===== src/logic/csl_pkg.sv =====
// Package of constants and types for the configuration and security loader
package csl_pkg;

  // ****************************************
  // Table-read addresses of the option bytes
  // ****************************************
  localparam int          CSL_ADDR_W       = 16;
  localparam logic [15:0] CSL_OPT_ADDR     = 16'hFFF0;  // Default, overridable by parameter
  localparam logic [15:0] CSL_LOCK_ADDR    = 16'hFFF1;

  // ****************************************
  // Field positions, first byte
  // ****************************************
  localparam int CSL_RST_PIN_DIS_BIT = 6;
  localparam int CSL_PORT_LVL_BIT    = 5;
  localparam int CSL_BO_SEL_BIT      = 4;
  localparam int CSL_OSC_HI_BIT      = 1;
  localparam int CSL_OSC_LO_BIT      = 0;

  // ****************************************
  // Field positions, second byte
  // ****************************************
  localparam int CSL_PROG_LOCK_BIT = 7;
  localparam int CSL_DATA_LOCK_BIT = 6;

  // ****************************************
  // Values after reset and blank flash
  // ****************************************
  localparam logic [7:0] CSL_BLANK_BYTE = 8'hFF;
  localparam logic [7:0] CSL_ZERO_BYTE  = 8'h00;
  localparam logic [1:0] CSL_ZERO_IDX   = 2'h0;
  localparam logic [1:0] CSL_LAST_IDX   = 2'h1;

  // Oscillator source encodings
  typedef enum logic [1:0] {
    CSL_OSC_XTAL = 2'h0,
    CSL_OSC_RC   = 2'h1,
    CSL_OSC_RSVD = 2'h2,
    CSL_OSC_EXT  = 2'h3
  } csl_osc_t;

  // Area selector for external access
  typedef enum logic [1:0] {
    CSL_AREA_PROG = 2'h0,
    CSL_AREA_DATA = 2'h1,
    CSL_AREA_CFG  = 2'h2,
    CSL_AREA_NONE = 2'h3
  } csl_area_t;

endpackage


===== src/logic/csl_sync.sv =====
// Two-flop synchroniser bank for pin-side inputs
`timescale 1ns/1ps
module csl_sync #(
  parameter int WIDTH = 1
) (
  // Clock and reset
  input  wire logic             i_core_clk,
  input  wire logic             i_nrst,
  // Asynchronous in, synchronous out
  input  wire logic [WIDTH-1:0] i_async,
  output logic      [WIDTH-1:0] o_sync
);

  logic [WIDTH-1:0] meta;
  logic [WIDTH-1:0] next_meta;
  logic [WIDTH-1:0] next_sync;

  initial begin
    if (WIDTH < 1) begin
      $error("csl_sync: WIDTH must be at least 1");
    end
  end

  // Next values, first flop read only by the second
  always_comb begin
    next_meta = i_async;
    next_sync = meta;
  end

  // Register stage
  always_ff @(posedge i_core_clk) begin
    if (!i_nrst) begin
      meta   <= '0;
      o_sync <= '0;
    end else begin
      meta   <= next_meta;
      o_sync <= next_sync;
    end
  end

endmodule


===== src/logic/csl_loader.sv =====
// Power-up option loader, code protection and in-circuit programming pin control
// Notes on behaviour
// - On entry to in-circuit programming every pin goes quasi-bidirectional with its latch at one.
// - Settings are taken from the stored bytes at power-up and cannot change once code runs.
// - Code reads both option bytes through a table read at their assigned addresses.
// - Bit 6 of the first byte at one removes the reset role of the reset-capable pin.
// - Bit 5 of the first byte sets the port level during reset, zero low and one high.
// - Bit 4 of the first byte picks the brownout level, zero 3.8V and one 2.5V.
// - Bits 1 and 0 pick crystal, internal RC, reserved or external clock as 00, 01, 10, 11.
// - Program lock at zero refuses outside reads of program flash and any access to the option bytes.
// - Data lock at zero refuses outside reads of data flash and any access to the option bytes.
// - With both locks at one the programmer may erase, program and read both areas.
// - 0/1 blocks program readout only, 0/0 blocks both, and 1/0 is flagged invalid.
// - The programmer may work on program flash and data area separately or together.
// - Flash is delivered blank, so blank bytes give the unlocked, default settings.
`timescale 1ns/1ps
module csl_loader
  import csl_pkg::*;
#(
  parameter logic [CSL_ADDR_W-1:0] OPT_ADDR  = CSL_OPT_ADDR,
  parameter logic [CSL_ADDR_W-1:0] LOCK_ADDR = CSL_LOCK_ADDR,
  parameter int                    NPINS     = 16
) (
  // Clock and reset
  input  wire logic                  i_core_clk,
  input  wire logic                  i_nrst,
  // Stored bytes from the flash array
  input  wire logic [7:0]            i_nv_option_byte,
  input  wire logic [7:0]            i_nv_lock_byte,
  // Loader holds core in reset until done
  output logic                       o_load_done,
  // Table-read port from the CPU
  input  wire logic                  i_tbl_rd,
  input  wire logic [CSL_ADDR_W-1:0] i_tbl_addr,
  output logic                       o_tbl_hit,
  output logic [7:0]                 o_tbl_data,
  // Programming entry pin, asynchronous
  input  wire logic                  i_prog_entry,
  // External access request from programmer
  input  wire logic                  i_ext_req,
  input  wire csl_area_t             i_ext_area,
  input  wire logic                  i_ext_read,
  output logic                       o_ext_grant,
  output logic                       o_ext_refused,
  // Decoded controls
  output logic                       o_reset_pin_disable,
  output logic                       o_port_reset_level,
  output logic                       o_brownout_threshold_select,
  output logic                       o_osc_select_hi,
  output logic                       o_osc_select_lo,
  output logic                       o_osc_reserved,
  output logic                       o_lock_invalid,
  // Pin mode override
  output logic                       o_in_circuit_programming,
  output logic                       o_pins_quasi_bidir,
  output logic [NPINS-1:0]           o_pin_latch_force,
  output logic [NPINS-1:0]           o_pin_latch_value
);

  initial begin
    if (NPINS < 1) begin
      $error("csl_loader: NPINS must be at least 1");
    end
    if (OPT_ADDR == LOCK_ADDR) begin
      $error("csl_loader: byte addresses must differ");
    end
  end

  // ****************************************
  // Power-up capture
  // ****************************************

  logic [7:0] power_up_option_byte;
  logic [7:0] security_lock_byte;
  logic [1:0] load_idx;
  logic       loaded;
  logic [7:0] next_option;
  logic [7:0] next_lock;
  logic [1:0] next_idx;
  logic       next_loaded;

  // Capture after release; an asynchronous copy of the port would be unsafe
  always_comb begin
    next_option = power_up_option_byte;
    next_lock   = security_lock_byte;
    next_idx    = load_idx;
    next_loaded = loaded;
    if (!loaded) begin
      if (load_idx == CSL_ZERO_IDX) begin
        next_option = i_nv_option_byte;
        next_idx    = CSL_LAST_IDX;
      end else begin
        next_lock   = i_nv_lock_byte;
        next_loaded = 1'b1;
      end
    end
  end

  // Blank-state defaults until the latches are filled
  always_ff @(posedge i_core_clk) begin
    if (!i_nrst) begin
      power_up_option_byte <= CSL_BLANK_BYTE;
      security_lock_byte   <= CSL_BLANK_BYTE;
      load_idx             <= CSL_ZERO_IDX;
      loaded               <= 1'b0;
    end else begin
      power_up_option_byte <= next_option;
      security_lock_byte   <= next_lock;
      load_idx             <= next_idx;
      loaded               <= next_loaded;
    end
  end

  // ****************************************
  // Decoded controls, only from the latches
  // ****************************************

  logic prog_lock;
  logic data_lock;

  always_comb begin
    o_reset_pin_disable         = power_up_option_byte[CSL_RST_PIN_DIS_BIT];
    o_port_reset_level          = power_up_option_byte[CSL_PORT_LVL_BIT];
    o_brownout_threshold_select = power_up_option_byte[CSL_BO_SEL_BIT];
    o_osc_select_hi             = power_up_option_byte[CSL_OSC_HI_BIT];
    o_osc_select_lo             = power_up_option_byte[CSL_OSC_LO_BIT];
    o_osc_reserved              = ({o_osc_select_hi, o_osc_select_lo}
                                   == CSL_OSC_RSVD);
    o_load_done                 = loaded;
    // Locks are active low in the stored byte
    prog_lock      = ~security_lock_byte[CSL_PROG_LOCK_BIT];
    data_lock      = ~security_lock_byte[CSL_DATA_LOCK_BIT];
    o_lock_invalid = ~prog_lock & data_lock;
  end

  // ****************************************
  // Table read by running code
  // ****************************************

  logic       next_hit;
  logic [7:0] next_tbl_data;

  // Reserved bits come back exactly as stored
  always_comb begin
    next_hit      = 1'b0;
    next_tbl_data = CSL_ZERO_BYTE;
    if (i_tbl_rd && i_tbl_addr == OPT_ADDR) begin
      next_hit      = 1'b1;
      next_tbl_data = power_up_option_byte;
    end else if (i_tbl_rd && i_tbl_addr == LOCK_ADDR) begin
      next_hit      = 1'b1;
      next_tbl_data = security_lock_byte;
    end
  end

  always_ff @(posedge i_core_clk) begin
    if (!i_nrst) begin
      o_tbl_hit  <= 1'b0;
      o_tbl_data <= CSL_ZERO_BYTE;
    end else begin
      o_tbl_hit  <= next_hit;
      o_tbl_data <= next_tbl_data;
    end
  end

  // ****************************************
  // Programming entry and external access
  // ****************************************

  logic entry_sync;
  logic next_grant;
  logic next_refused;
  logic next_prog_mode;

  csl_sync #(
    .WIDTH (1)
  ) u_entry_sync (
    .i_core_clk (i_core_clk),
    .i_nrst     (i_nrst),
    .i_async    (i_prog_entry),
    .o_sync     (entry_sync)
  );

  // Protection decision; both areas can be served in one session
  always_comb begin
    next_prog_mode = entry_sync & loaded;
    next_grant   = 1'b0;
    next_refused = 1'b0;
    if (i_ext_req && o_in_circuit_programming) begin
      if (i_ext_area == CSL_AREA_CFG && (prog_lock || data_lock)) begin
        next_refused = 1'b1;
      end else if (i_ext_area == CSL_AREA_PROG && prog_lock && i_ext_read) begin
        next_refused = 1'b1;
      end else if (i_ext_area == CSL_AREA_DATA && data_lock && i_ext_read) begin
        next_refused = 1'b1;
      end else if (i_ext_area == CSL_AREA_NONE) begin
        next_refused = 1'b1;
      end else begin
        next_grant   = 1'b1;
      end
    end
  end

  always_ff @(posedge i_core_clk) begin
    if (!i_nrst) begin
      o_in_circuit_programming <= 1'b0;
      o_ext_grant              <= 1'b0;
      o_ext_refused            <= 1'b0;
    end else begin
      o_in_circuit_programming <= next_prog_mode;
      o_ext_grant              <= next_grant;
      o_ext_refused            <= next_refused;
    end
  end

  // Pins quasi-bidirectional, latches high while programming
  always_comb begin
    o_pins_quasi_bidir = o_in_circuit_programming;
    o_pin_latch_force  = {NPINS{o_in_circuit_programming}};
    o_pin_latch_value  = {NPINS{1'b1}};
  end

endmodule


===== config.mk =====
export PLATFORM = sky130hd
export DESIGN_NAME = csl_loader
export DESIGN_NICKNAME = d
export VERILOG_FILES = /design/src/logic/csl_pkg.sv /design/src/logic/csl_sync.sv /design/src/logic/csl_loader.sv
export SDC_FILE = /design/constraint.sdc
export NUM_CORES = 1
export LEC_CHECK = 0
export ABC_AREA = 1
export BUFFER_PORTS_ARGS = -buffer_cell sky130_fd_sc_hd__buf_2
export CAP_MARGIN = 20
export CORE_UTILIZATION = 42
export CTS_BUF_LIST = sky130_fd_sc_hd__clkbuf_4 sky130_fd_sc_hd__clkbuf_8 sky130_fd_sc_hd__clkbuf_16
export CTS_CLUSTER_DIAMETER = 120
export DETAILED_ROUTE_END_ITERATION = 8
export GPL_ROUTABILITY_DRIVEN = 0
export PLACE_DENSITY_LB_ADDON = 0.2
export SKIP_LAST_GASP = 1
export SLEW_MARGIN = 0
export SYNTH_ARGS = -nofsm -noshare
export SYNTH_HDL_FRONTEND = slang
export SYNTH_SLANG_ARGS = --single-unit
export TNS_END_PERCENT = 30

===== constraint.sdc =====
create_clock -name i_core_clk -period 1.4 [get_ports i_core_clk]
set_input_delay 0.14 -clock i_core_clk [delete_from_list [all_inputs] [get_ports i_core_clk]]
set_output_delay 0.14 -clock i_core_clk [all_outputs]
set_load 0.05 [all_outputs]

==> results.sh, run 1 <==
export IMPL_peakVddDrop_mv=0.518
export IMPL_power_total_w=0.00199
export IMPL_clock_latency_ps=340
export IMPL_cts_inserted_buffers=5
export IMPL_final_core_util=0.561
export IMPL_viasPerCell=4.43
export IMPL_syn_inst=194
export IMPL_fin_crit_sh=0.906
export IMPL_yosys_area_share_simple=0.297
export IMPL_pwr_density_cell_mw_per_mm2=1050
export IMPL_grt_usage=0.178
export IMPL_synth_commonest_cells="nand2_1 (46), buf_4 (33), dfxtp_1 (32)"
export IMPL_hp_class="in -> reg"
export IMPL_clockBufferDepth=2
export IMPL_route_detailed_drc=0
export IMPL_cts_tree="done"
export IMPL_synth_compound_area_frac=0.0518
export IMPL_critPathArrivalTime_ps=1130
export IMPL_critPathMaxFanout=3
export IMPL_grt_start_max_net_pins=20
export IMPL_ys_warn_count=0
export IMPL_wl_per_cell_um=9.76
export IMPL_grt_overflow_total=0
export IMPL_dpl_hpwl_mm=2.23
export IMPL_p_int_w=0.00133
export IMPL_start_util=0.445
export IMPL_p_sw_frac=0.334
export IMPL_core_mm2=0.00336
export IMPL_dp_cells=298
export IMPL_htreeDepth=2
export IMPL_fin_worst_skew_ps=9.63
export IMPL_seq_area_frac_synth=0.428
export IMPL_hold_path_end="security_lock_byte[2]$_SDFFE_PN1P_"
export IMPL_clock_sinks=32
export IMPL_ant_nets=0
export IMPL_cts_root_buf="clkbuf_4"
export IMPL_io_pins=93
export IMPL_port_buffers=76
export IMPL_slew_viol_final=0
export IMPL_ys_types=18
export IMPL_fp_dieH_um=61.7
export IMPL_syn2layout_area_growth_pct=26.2
export IMPL_layout_drive_gt1_share=0.369
export IMPL_hp_start="i_nv_lock_byte[2]"
export IMPL_synth_top_area_share=0.428
export IMPL_drt_iter0_markers=20
export IMPL_r2r_slack_ps=350
export IMPL_grt_pass1_wl_mm=4.80
export IMPL_rows=21
export IMPL_netlist_area_mm2=0.00150
export IMPL_grt_pass1_vias=1160
export IMPL_path_class="reg -> out"
export IMPL_outcome="finished, final reports clean"
export IMPL_holdPathStages=3
export IMPL_maxCapViolCount=0
export IMPL_finish_net_count=307
export IMPL_reg_top3="o_tbl_data (8), power_up_option_byte (8), security_lock_byte (8)"
export IMPL_r2r_end="power_up_option_byte[3]$_SDFFE_PN1P_"
export IMPL_pwr_share_comb=0.224
export IMPL_synth_ff_latch_count=32
export IMPL_synth_edf_count=0
export IMPL_switchingPower_w=0.000664
export IMPL_required_ps=1260
export IMPL_power_leakage_nw=1.02
export IMPL_dieArea_mm2=0.00381
export IMPL_rsz0062_at_grt="false"
export IMPL_drt_pass1_iter_count=4
export IMPL_seqPwrFrac=0.501
export IMPL_setup_viol=0
export IMPL_antenna_found_initial=0
export IMPL_yosys_area_share_xor_xnor=0
export IMPL_period_minus_slack_ps=1270
export IMPL_synth_area_top_cells="dfxtp_1 (43%), buf_4 (17%), nand2_1 (12%), nand3_1 (7.7%), a21oi_1 (4.0%)"
export IMPL_finalSetupTns_ps=0
export IMPL_routed_wl_mm=3.07
export IMPL_synth_top_family_by_area="simple AND/OR/NAND/NOR gates"
export IMPL_synthFlopType="dfxtp_1"
export IMPL_worstReg2RegStart="o_load_done$_SDFF_PN0_"
export IMPL_clkSlewWorstSetupHoldPaths_ps=100
export IMPL_hold_ws_ps=10.3
export IMPL_instances_no_fill=314
export IMPL_synth_top_area_cell="dfxtp_1"
export IMPL_yosysMostFrequentCell="nand2_1"
export IMPL_max_freq_ghz=0.789
export IMPL_clock_power_share=0.275
export IMPL_fillCellCount=350
export IMPL_startpoint_type="register"
export IMPL_synth_mux_area_frac=0
export IMPL_vias=1390
export IMPL_fp_dieW_um=61.7
export IMPL_hold_violations=0
export IMPL_synthAdderAreaFrac=0
export IMPL_end_kind="output port"
export IMPL_reg2reg_depth=5
export IMPL_synth_async_sr_flop_share=0
export IMPL_n_antenna_cell=0
export IMPL_avgSynthCellArea_um2=7.71
[worst max-delay path, stage by stage, from the launching register on]
cell and delay (ps):
dfxtp_1 380, inv_1 80, nor2_2 70, buf_2 260
[cells in the final DEF (no fill, tap or decap)]
cell type	netlist	routed
nand2_2	1	1
buf_4	33	4
clkbuf_4	0	5
inv_2	1	1
o211ai_1	1	1
nor2_1	10	9
dfxtp_1	32	31
dfxtp_2	0	1
nand2_1	46	46
dlygate4sd3_1	0	8
nand3_1	23	23
nor2_2	3	4
clkinv_2	0	2
nand3_2	1	1
clkbuf_8	0	1
nor2_4	3	3
conb_1	1	16
nand4_1	8	8
a21oi_1	12	12
o21ai_0	2	2
inv_1	13	13
buf_2	0	76
[how the worst max path moves through the flow]
| stage | start | to | slack [ps] | cells past startpoint |
|---|---|---|---|---|
| after floorplan | o_in_circuit_programming$_SDFF_PN0_ | o_pin_latch_force[0] | 50 | 1 |
| after global placement | i_tbl_addr[2] | o_tbl_data[7]$_SDFF_PN0_ | 310 | 8 |
| after detailed placement | i_tbl_addr[2] | o_tbl_data[4]$_SDFF_PN0_ | 290 | 8 |
| after CTS | o_in_circuit_programming$_SDFF_PN0_ | o_pin_latch_force[11] | 110 | 1 |
| after global routing | o_in_circuit_programming$_SDFF_PN0_ | o_pin_latch_force[13] | 2 | 1 |
| final | power_up_option_byte[1]$_SDFFE_PN1P_ | o_osc_reserved | 130 | 3 |
[layout make-up]
cell class	instances	area [um^2]	area share
Sequential cell	32	642	0.340
Multi-Input combinational cell	126	584	0.309
Timing Repair Buffer	88	490	0.260
Tap cell	46	57.6	0.0305
Inverter	14	52.6	0.0278
Clock buffer	6	51.3	0.0272
Clock inverter	2	10.0	0.00530
[power groups by stage]
stage	Sequential (W)	Clock [W]	Combinational, W
6_report	0.000997	0.000548	0.000445
5_1_grt	0.00101	0.000597	0.000488
4_1_cts	0.000997	0.000568	0.000445
3_5_place_dp	0.00102	0	0.000427
3_3_place_gp	0.00102	0	0.000423
2_1_floorplan	0.00107	0	0.000302
[metrics by stage]
stage,worst slack (ps),area (um^2)
2_1_floorplan,48.8,1560
3_3_place_gp,310,1750
3_5_place_dp,294,1750
4_1_cts,112,1890
5_1_grt,2.35,1890
6_report,132,1890
[layer usage]
layer	up-vias	share of wire	track usage
met3	8	0.074	0.0497
li1	720	-	-
met5	-	0	0
met1	604	0.46	0.216
met2	58	0.44	0.278
met4	0	0.025	0.114
[kinds of logic after synthesis]
group	after synthesis
simple gates	95
compound gates	15
buf+inv	51
other cells	1
flops	32
[repair_timing]
item	4_1_cts	5_1_grt
hold buffers	8	0
endpoints found under the setup margin	18	0
hold endpoints to repair	8	0
resized for setup	1	0
setup buffers	0	0
Note: power is estimated with default switching activity, not from simulation.
==> run 2: changes to the inputs <==
--- a/config.mk
+++ b/config.mk
@@ -14,6 +14,7 @@
 export DETAILED_ROUTE_END_ITERATION = 8
 export GPL_ROUTABILITY_DRIVEN = 0
 export PLACE_DENSITY_LB_ADDON = 0.2
+export REMOVE_ABC_BUFFERS = 1
 export SKIP_LAST_GASP = 1
 export SLEW_MARGIN = 0
 export SYNTH_ARGS = -nofsm -noshare
==> results.sh, run 2 (synthesized netlist as in run 1, its figures left out) <==
export IMPL_layout_common_cells="buf_2 (76), nand2_1 (46), dfxtp_1 (31)"
export IMPL_grt_start_max_net_pins=20
export IMPL_clockBufferDepth=2
export IMPL_hp_class="in -> reg"
export IMPL_design_area_mm2=0.00182
export IMPL_path_cells="buf_2"
export IMPL_critPathMaxFanout=19
export IMPL_grt_usage=0.164
export IMPL_instances_no_fill=307
export IMPL_r2r_end="power_up_option_byte[3]$_SDFFE_PN1P_"
export IMPL_drt_iter0_markers=23
export IMPL_cp_depth=1
export IMPL_maxCapViolCount=0
export IMPL_pwr_density_cell_mw_per_mm2=1100
export IMPL_drt_pass1_iter_count=4
export IMPL_placed_cell_area_mm2=0.00174
export IMPL_rows=21
export IMPL_clkSlewWorstSetupHoldPaths_ps=90
export IMPL_cts_tree="done"
export IMPL_path_class="reg -> out"
export IMPL_gr_usage_met3=0.0476
export IMPL_htreeDepth=2
export IMPL_antenna_found_initial=0
export IMPL_fp_dieW_um=61.7
export IMPL_hold_violations=0
export IMPL_required_ps=1260
export IMPL_wl_per_cell_um=9.30
export IMPL_max_freq_ghz=0.810
export IMPL_reg2reg_depth=5
export IMPL_busiest_layer="met2"
export IMPL_peakVddDrop_mv=0.583
export IMPL_fillCellCount=361
export IMPL_grt_overflow_total=0
export IMPL_post_cts_setup_buffers=0
export IMPL_dieArea_mm2=0.00381
export IMPL_fin_crit_sh=0.882
export IMPL_crit_start="o_in_circuit_programming$_SDFF_PN0_"
export IMPL_final_core_util=0.541
export IMPL_fin_worst_skew_ps=3.14
export IMPL_crit_end="o_pin_latch_force[5]"
export IMPL_syn2layout_area_growth_pct=21.7
export IMPL_finish_net_count=300
export IMPL_reg_top3="o_tbl_data (8), power_up_option_byte (8), security_lock_byte (8)"
export IMPL_dp_cells=298
export IMPL_slew_viol_final=0
export IMPL_viasPerCell=4.45
export IMPL_grt_use_met2=0.272
export IMPL_startpoint_type="register"
export IMPL_ant_nets=0
export IMPL_cpLargestDelayFamily="flip-flops"
export IMPL_grt_pass1_wl_mm=4.53
export IMPL_setup_viol=0
export IMPL_layout_drive_gt1_share=0.375
export IMPL_io_pins=93
export IMPL_cts_root_buf="clkbuf_4"
export IMPL_rsz0062_at_grt="false"
export IMPL_critPathArrivalTime_ps=1100
export IMPL_final_common_cell="buf_2"
export IMPL_dpl_hpwl_mm=2.23
export IMPL_r2r_slack_ps=370
export IMPL_routed_wl_mm=2.86
export IMPL_cp_slowest_cell="dfxtp_2"
export IMPL_clock_latency_ps=320
export IMPL_fp_dieH_um=61.7
export IMPL_period_minus_slack_ps=1240
export IMPL_clock_sinks=32
export IMPL_start_util=0.445
export IMPL_worstReg2RegStart="o_load_done$_SDFF_PN0_"
export IMPL_n_antenna_cell=0
export IMPL_max_stage_delay_ps=470
export IMPL_outcome="finished, final reports clean"
export IMPL_grtUsageMet1=0.196
export IMPL_port_buffers=76
export IMPL_hold_ws_ps=24.9
export IMPL_path_buf_inv=1
export IMPL_route_detailed_drc=0
export IMPL_core_mm2=0.00336
export IMPL_cts_inserted_buffers=5
export IMPL_power_leakage_nw=0.991
export IMPL_vias=1365
export IMPL_end_kind="output port"
export IMPL_grt_pass1_vias=1128
-- run 2: area by class of cell --
type | instances | area [um^2] | area share
flip-flops and latches | 32 | 642 | 0.353
repair buffers | 81 | 420 | 0.231
inverters | 14 | 52.6 | 0.0289
multi-input cells | 126 | 582 | 0.320
well taps | 46 | 57.6 | 0.0316
clock buffers | 8 | 66.3 | 0.0364
-- run 2: repair_timing --
item / 4_1_cts / 5_1_grt
setup endpoints to repair: 18 / 0
gates resized for setup: 1 / 0
hold buffers: 1 / 0
endpoints found under the hold margin: 1 / 0
-- run 2: report_power, final --
part / leakage (nW) / switching (W) / internal [W]
clock: 0.0394 / 0.000286 / 0.000286
combinational: 0.688 / 0.000310 / 0.000112
sequential: 0.264 / 0.0000368 / 0.000961
-- run 2: metrics by stage --
step	TNS, ps	total power (W)	setup WS [ps]
2_1_floorplan	-97880	0.00131	-5550
3_3_place_gp	0	0.00144	313
3_5_place_dp	0	0.00144	292
4_1_cts	0	0.00201	137
5_1_grt	0	0.00211	100
6_report	0	0.00199	165
-- run 2: worst min path at each step --
stage	start	end	slack (ps)	cells after the start
2_1_floorplan	i_nrst	security_lock_byte[0]$_SDFFE_PN1P_	220	1
3_3_place_gp	i_prog_entry	u_entry_sync.meta$_SDFF_PN0_	320	3
3_5_place_dp	i_prog_entry	u_entry_sync.meta$_SDFF_PN0_	330	3
4_1_cts	i_nv_option_byte[4]	power_up_option_byte[4]$_SDFFE_PN1P_	20	3
5_1_grt	i_nv_option_byte[0]	power_up_option_byte[0]$_SDFFE_PN1P_	30	3
6_report	i_nv_option_byte[3]	power_up_option_byte[3]$_SDFFE_PN1P_	20	3
-- run 2: layer usage --
layer / vias to the layer above / wire length, um
li1: 710 / -
met1: 581 / 1270
met2: 70 / 1270
met3: 4 / 272
met4: 0 / 42
met5: - / 0
==> run 3: changes to the inputs <==
--- a/config.mk
+++ b/config.mk
@@ -9,7 +9,6 @@
 export BUFFER_PORTS_ARGS = -buffer_cell sky130_fd_sc_hd__buf_2
 export CAP_MARGIN = 20
 export CORE_UTILIZATION = 42
-export CTS_BUF_LIST = sky130_fd_sc_hd__clkbuf_4 sky130_fd_sc_hd__clkbuf_8 sky130_fd_sc_hd__clkbuf_16
 export CTS_CLUSTER_DIAMETER = 120
 export DETAILED_ROUTE_END_ITERATION = 8
 export GPL_ROUTABILITY_DRIVEN = 0
==> results.sh, run 3 (synthesized netlist as in run 1, its figures left out) <==
export IMPL_port_buffers=76
export IMPL_wl_met3_um=287
export IMPL_htreeDepth=2
export IMPL_grt_overflow_total=0
export IMPL_clock_latency_ps=320
export IMPL_power_leakage_nw=0.985
export IMPL_core_mm2=0.00336
export IMPL_final_common_cell="buf_2"
export IMPL_grt_pass1_wl_mm=4.50
export IMPL_critPathMaxFanout=19
export IMPL_rsz0062_at_grt="false"
export IMPL_hold_path_end="security_lock_byte[4]$_SDFFE_PN1P_"
export IMPL_hp_start="i_nv_lock_byte[4]"
export IMPL_r2r_end="power_up_option_byte[3]$_SDFFE_PN1P_"
export IMPL_drt_pass1_iter_count=4
export IMPL_grt_start_max_net_pins=20
export IMPL_cp_slowest_cell="dfxtp_2"
export IMPL_startpoint_type="register"
export IMPL_grt_usage=0.164
export IMPL_end_kind="output port"
export IMPL_period_minus_slack_ps=1240
export IMPL_cts_tree="done"
export IMPL_layout_drive_gt1_share=0.368
export IMPL_r2r_slack_ps=370
export IMPL_post_cts_setup_buffers=0
export IMPL_fin_crit_sh=0.887
export IMPL_critPathArrivalTime_ps=1100
export IMPL_n_antenna_cell=0
export IMPL_path_cells="buf_2"
export IMPL_clkSlewWorstSetupHoldPaths_ps=100
export IMPL_grt_pass1_vias=1107
export IMPL_start_util=0.445
export IMPL_max_freq_ghz=0.805
export IMPL_fp_dieH_um=61.7
export IMPL_routed_wl_mm=2.87
export IMPL_path_class="reg -> out"
export IMPL_cpLargestDelayFamily="flip-flops"
export IMPL_max_stage_delay_ps=470
export IMPL_clockBufferDepth=2
export IMPL_cts_root_buf="clkbuf_4"
export IMPL_maxCapViolCount=0
export IMPL_drt_met1_wl_mm=1.29
export IMPL_design_area_mm2=0.00181
export IMPL_reg_top3="o_tbl_data (8), power_up_option_byte (8), security_lock_byte (8)"
export IMPL_vias=1356
export IMPL_cts_inserted_buffers=5
export IMPL_hp_class="in -> reg"
export IMPL_required_ps=1260
export IMPL_drt_iter0_markers=26
export IMPL_pwr_density_cell_mw_per_mm2=1080
export IMPL_outcome="finished, final reports clean"
export IMPL_slew_viol_final=0
export IMPL_holdPathStages=3
export IMPL_viasPerCell=4.42
export IMPL_worstReg2RegStart="o_load_done$_SDFF_PN0_"
export IMPL_setup_viol=0
export IMPL_antenna_found_initial=0
export IMPL_wl_met2_mm=1.29
export IMPL_route_detailed_drc=0
export IMPL_top_layer_used="met3"
export IMPL_finish_net_count=300
export IMPL_final_core_util=0.539
export IMPL_io_pins=93
export IMPL_peakVddDrop_mv=0.628
export IMPL_clock_sinks=32
export IMPL_wl_per_cell_um=9.34
export IMPL_layout_common_cells="buf_2 (76), nand2_1 (46), dfxtp_1 (31)"
export IMPL_fp_dieW_um=61.7
export IMPL_dpl_hpwl_mm=2.23
export IMPL_reg2reg_depth=5
export IMPL_fin_worst_skew_ps=7.40
export IMPL_path_buf_inv=1
export IMPL_dieArea_mm2=0.00381
export IMPL_placed_cell_area_mm2=0.00174
export IMPL_syn2layout_area_growth_pct=21.2
export IMPL_hold_violations=0
export IMPL_ant_nets=0
export IMPL_rows=21
-- run 3: changes by cell type in the layout (fill, tap and decap cells not counted) --
cell,change
clkbuf_4,-2
clkbuf_1,+2
-- run 3: repair_timing --
action | in CTS | in global routing
hold buffers | 1 | 0
hold endpoints to repair | 1 | 0
resized for setup | 1 | 0
endpoints found under the setup margin | 18 | 0
-- run 3: report_power, final --
| group | switching, W | leakage (nW) | internal (W) |
|---|---|---|---|
| clock | 0.000295 | 0.0326 | 0.000248 |
| combinational | 0.000310 | 0.688 | 0.000112 |
| sequential | 0.0000366 | 0.264 | 0.000961 |
| total | 0.000642 | 0.985 | 0.00132 |
-- run 3: worst register-to-register path, delay by kind of cell (launching register included) --
| family | cells | cell delay, ps |
|---|---|---|
| buf+inv | 2 | 350 |
| simple gates | 3 | 220 |
| flops | 1 | 420 |
-- run 3: worst max path at each step --
stage	startpoint	end	slack [ps]	cells past startpoint
global route	o_in_circuit_programming$_SDFF_PN0_	o_pin_latch_force[5]	90	1
CTS	o_in_circuit_programming$_SDFF_PN0_	o_pin_latch_force[5]	130	1
floorplan	o_in_circuit_programming$_SDFF_PN0_	o_ext_grant$_SDFF_PP0_	-5550	2
global placement	i_tbl_addr[2]	o_tbl_data[7]$_SDFF_PN0_	310	8
detailed placement	i_tbl_addr[2]	o_tbl_data[5]$_SDFF_PN0_	290	8
finish	o_in_circuit_programming$_SDFF_PN0_	o_pin_latch_force[5]	160	1
-- run 3: layout make-up --
type / instances / area, um^2
tap: 46 / 57.6
multi-input combinational: 126 / 582
timing repair buffer: 81 / 420
clock buffer: 8 / 58.8
sequential: 32 / 642
inverter: 14 / 52.6
fill: 360 / 1550
-- run 3: per-stage QoR --
stage | hold WS (ps) | TNS, ps | cells | setup WS, ps | power, W
global placement | 321 | 0 | 298 | 313 | 0.00144
CTS | 12.2 | 0 | 307 | 132 | 0.00198
floorplan | 224 | -97880 | 172 | -5550 | 0.00131
global route | 19.7 | 0 | 307 | 91.6 | 0.00207
detailed placement | 334 | 0 | 298 | 292 | 0.00144
finish | 18.9 | 0 | 307 | 158 | 0.00196
-- run 3: per-layer routing --
metal	up-vias	GRT usage
li1	708	-
met1	580	0.196
met2	68	0.267
met3	0	0.0663
met4	0	0.0571
met5	-	0
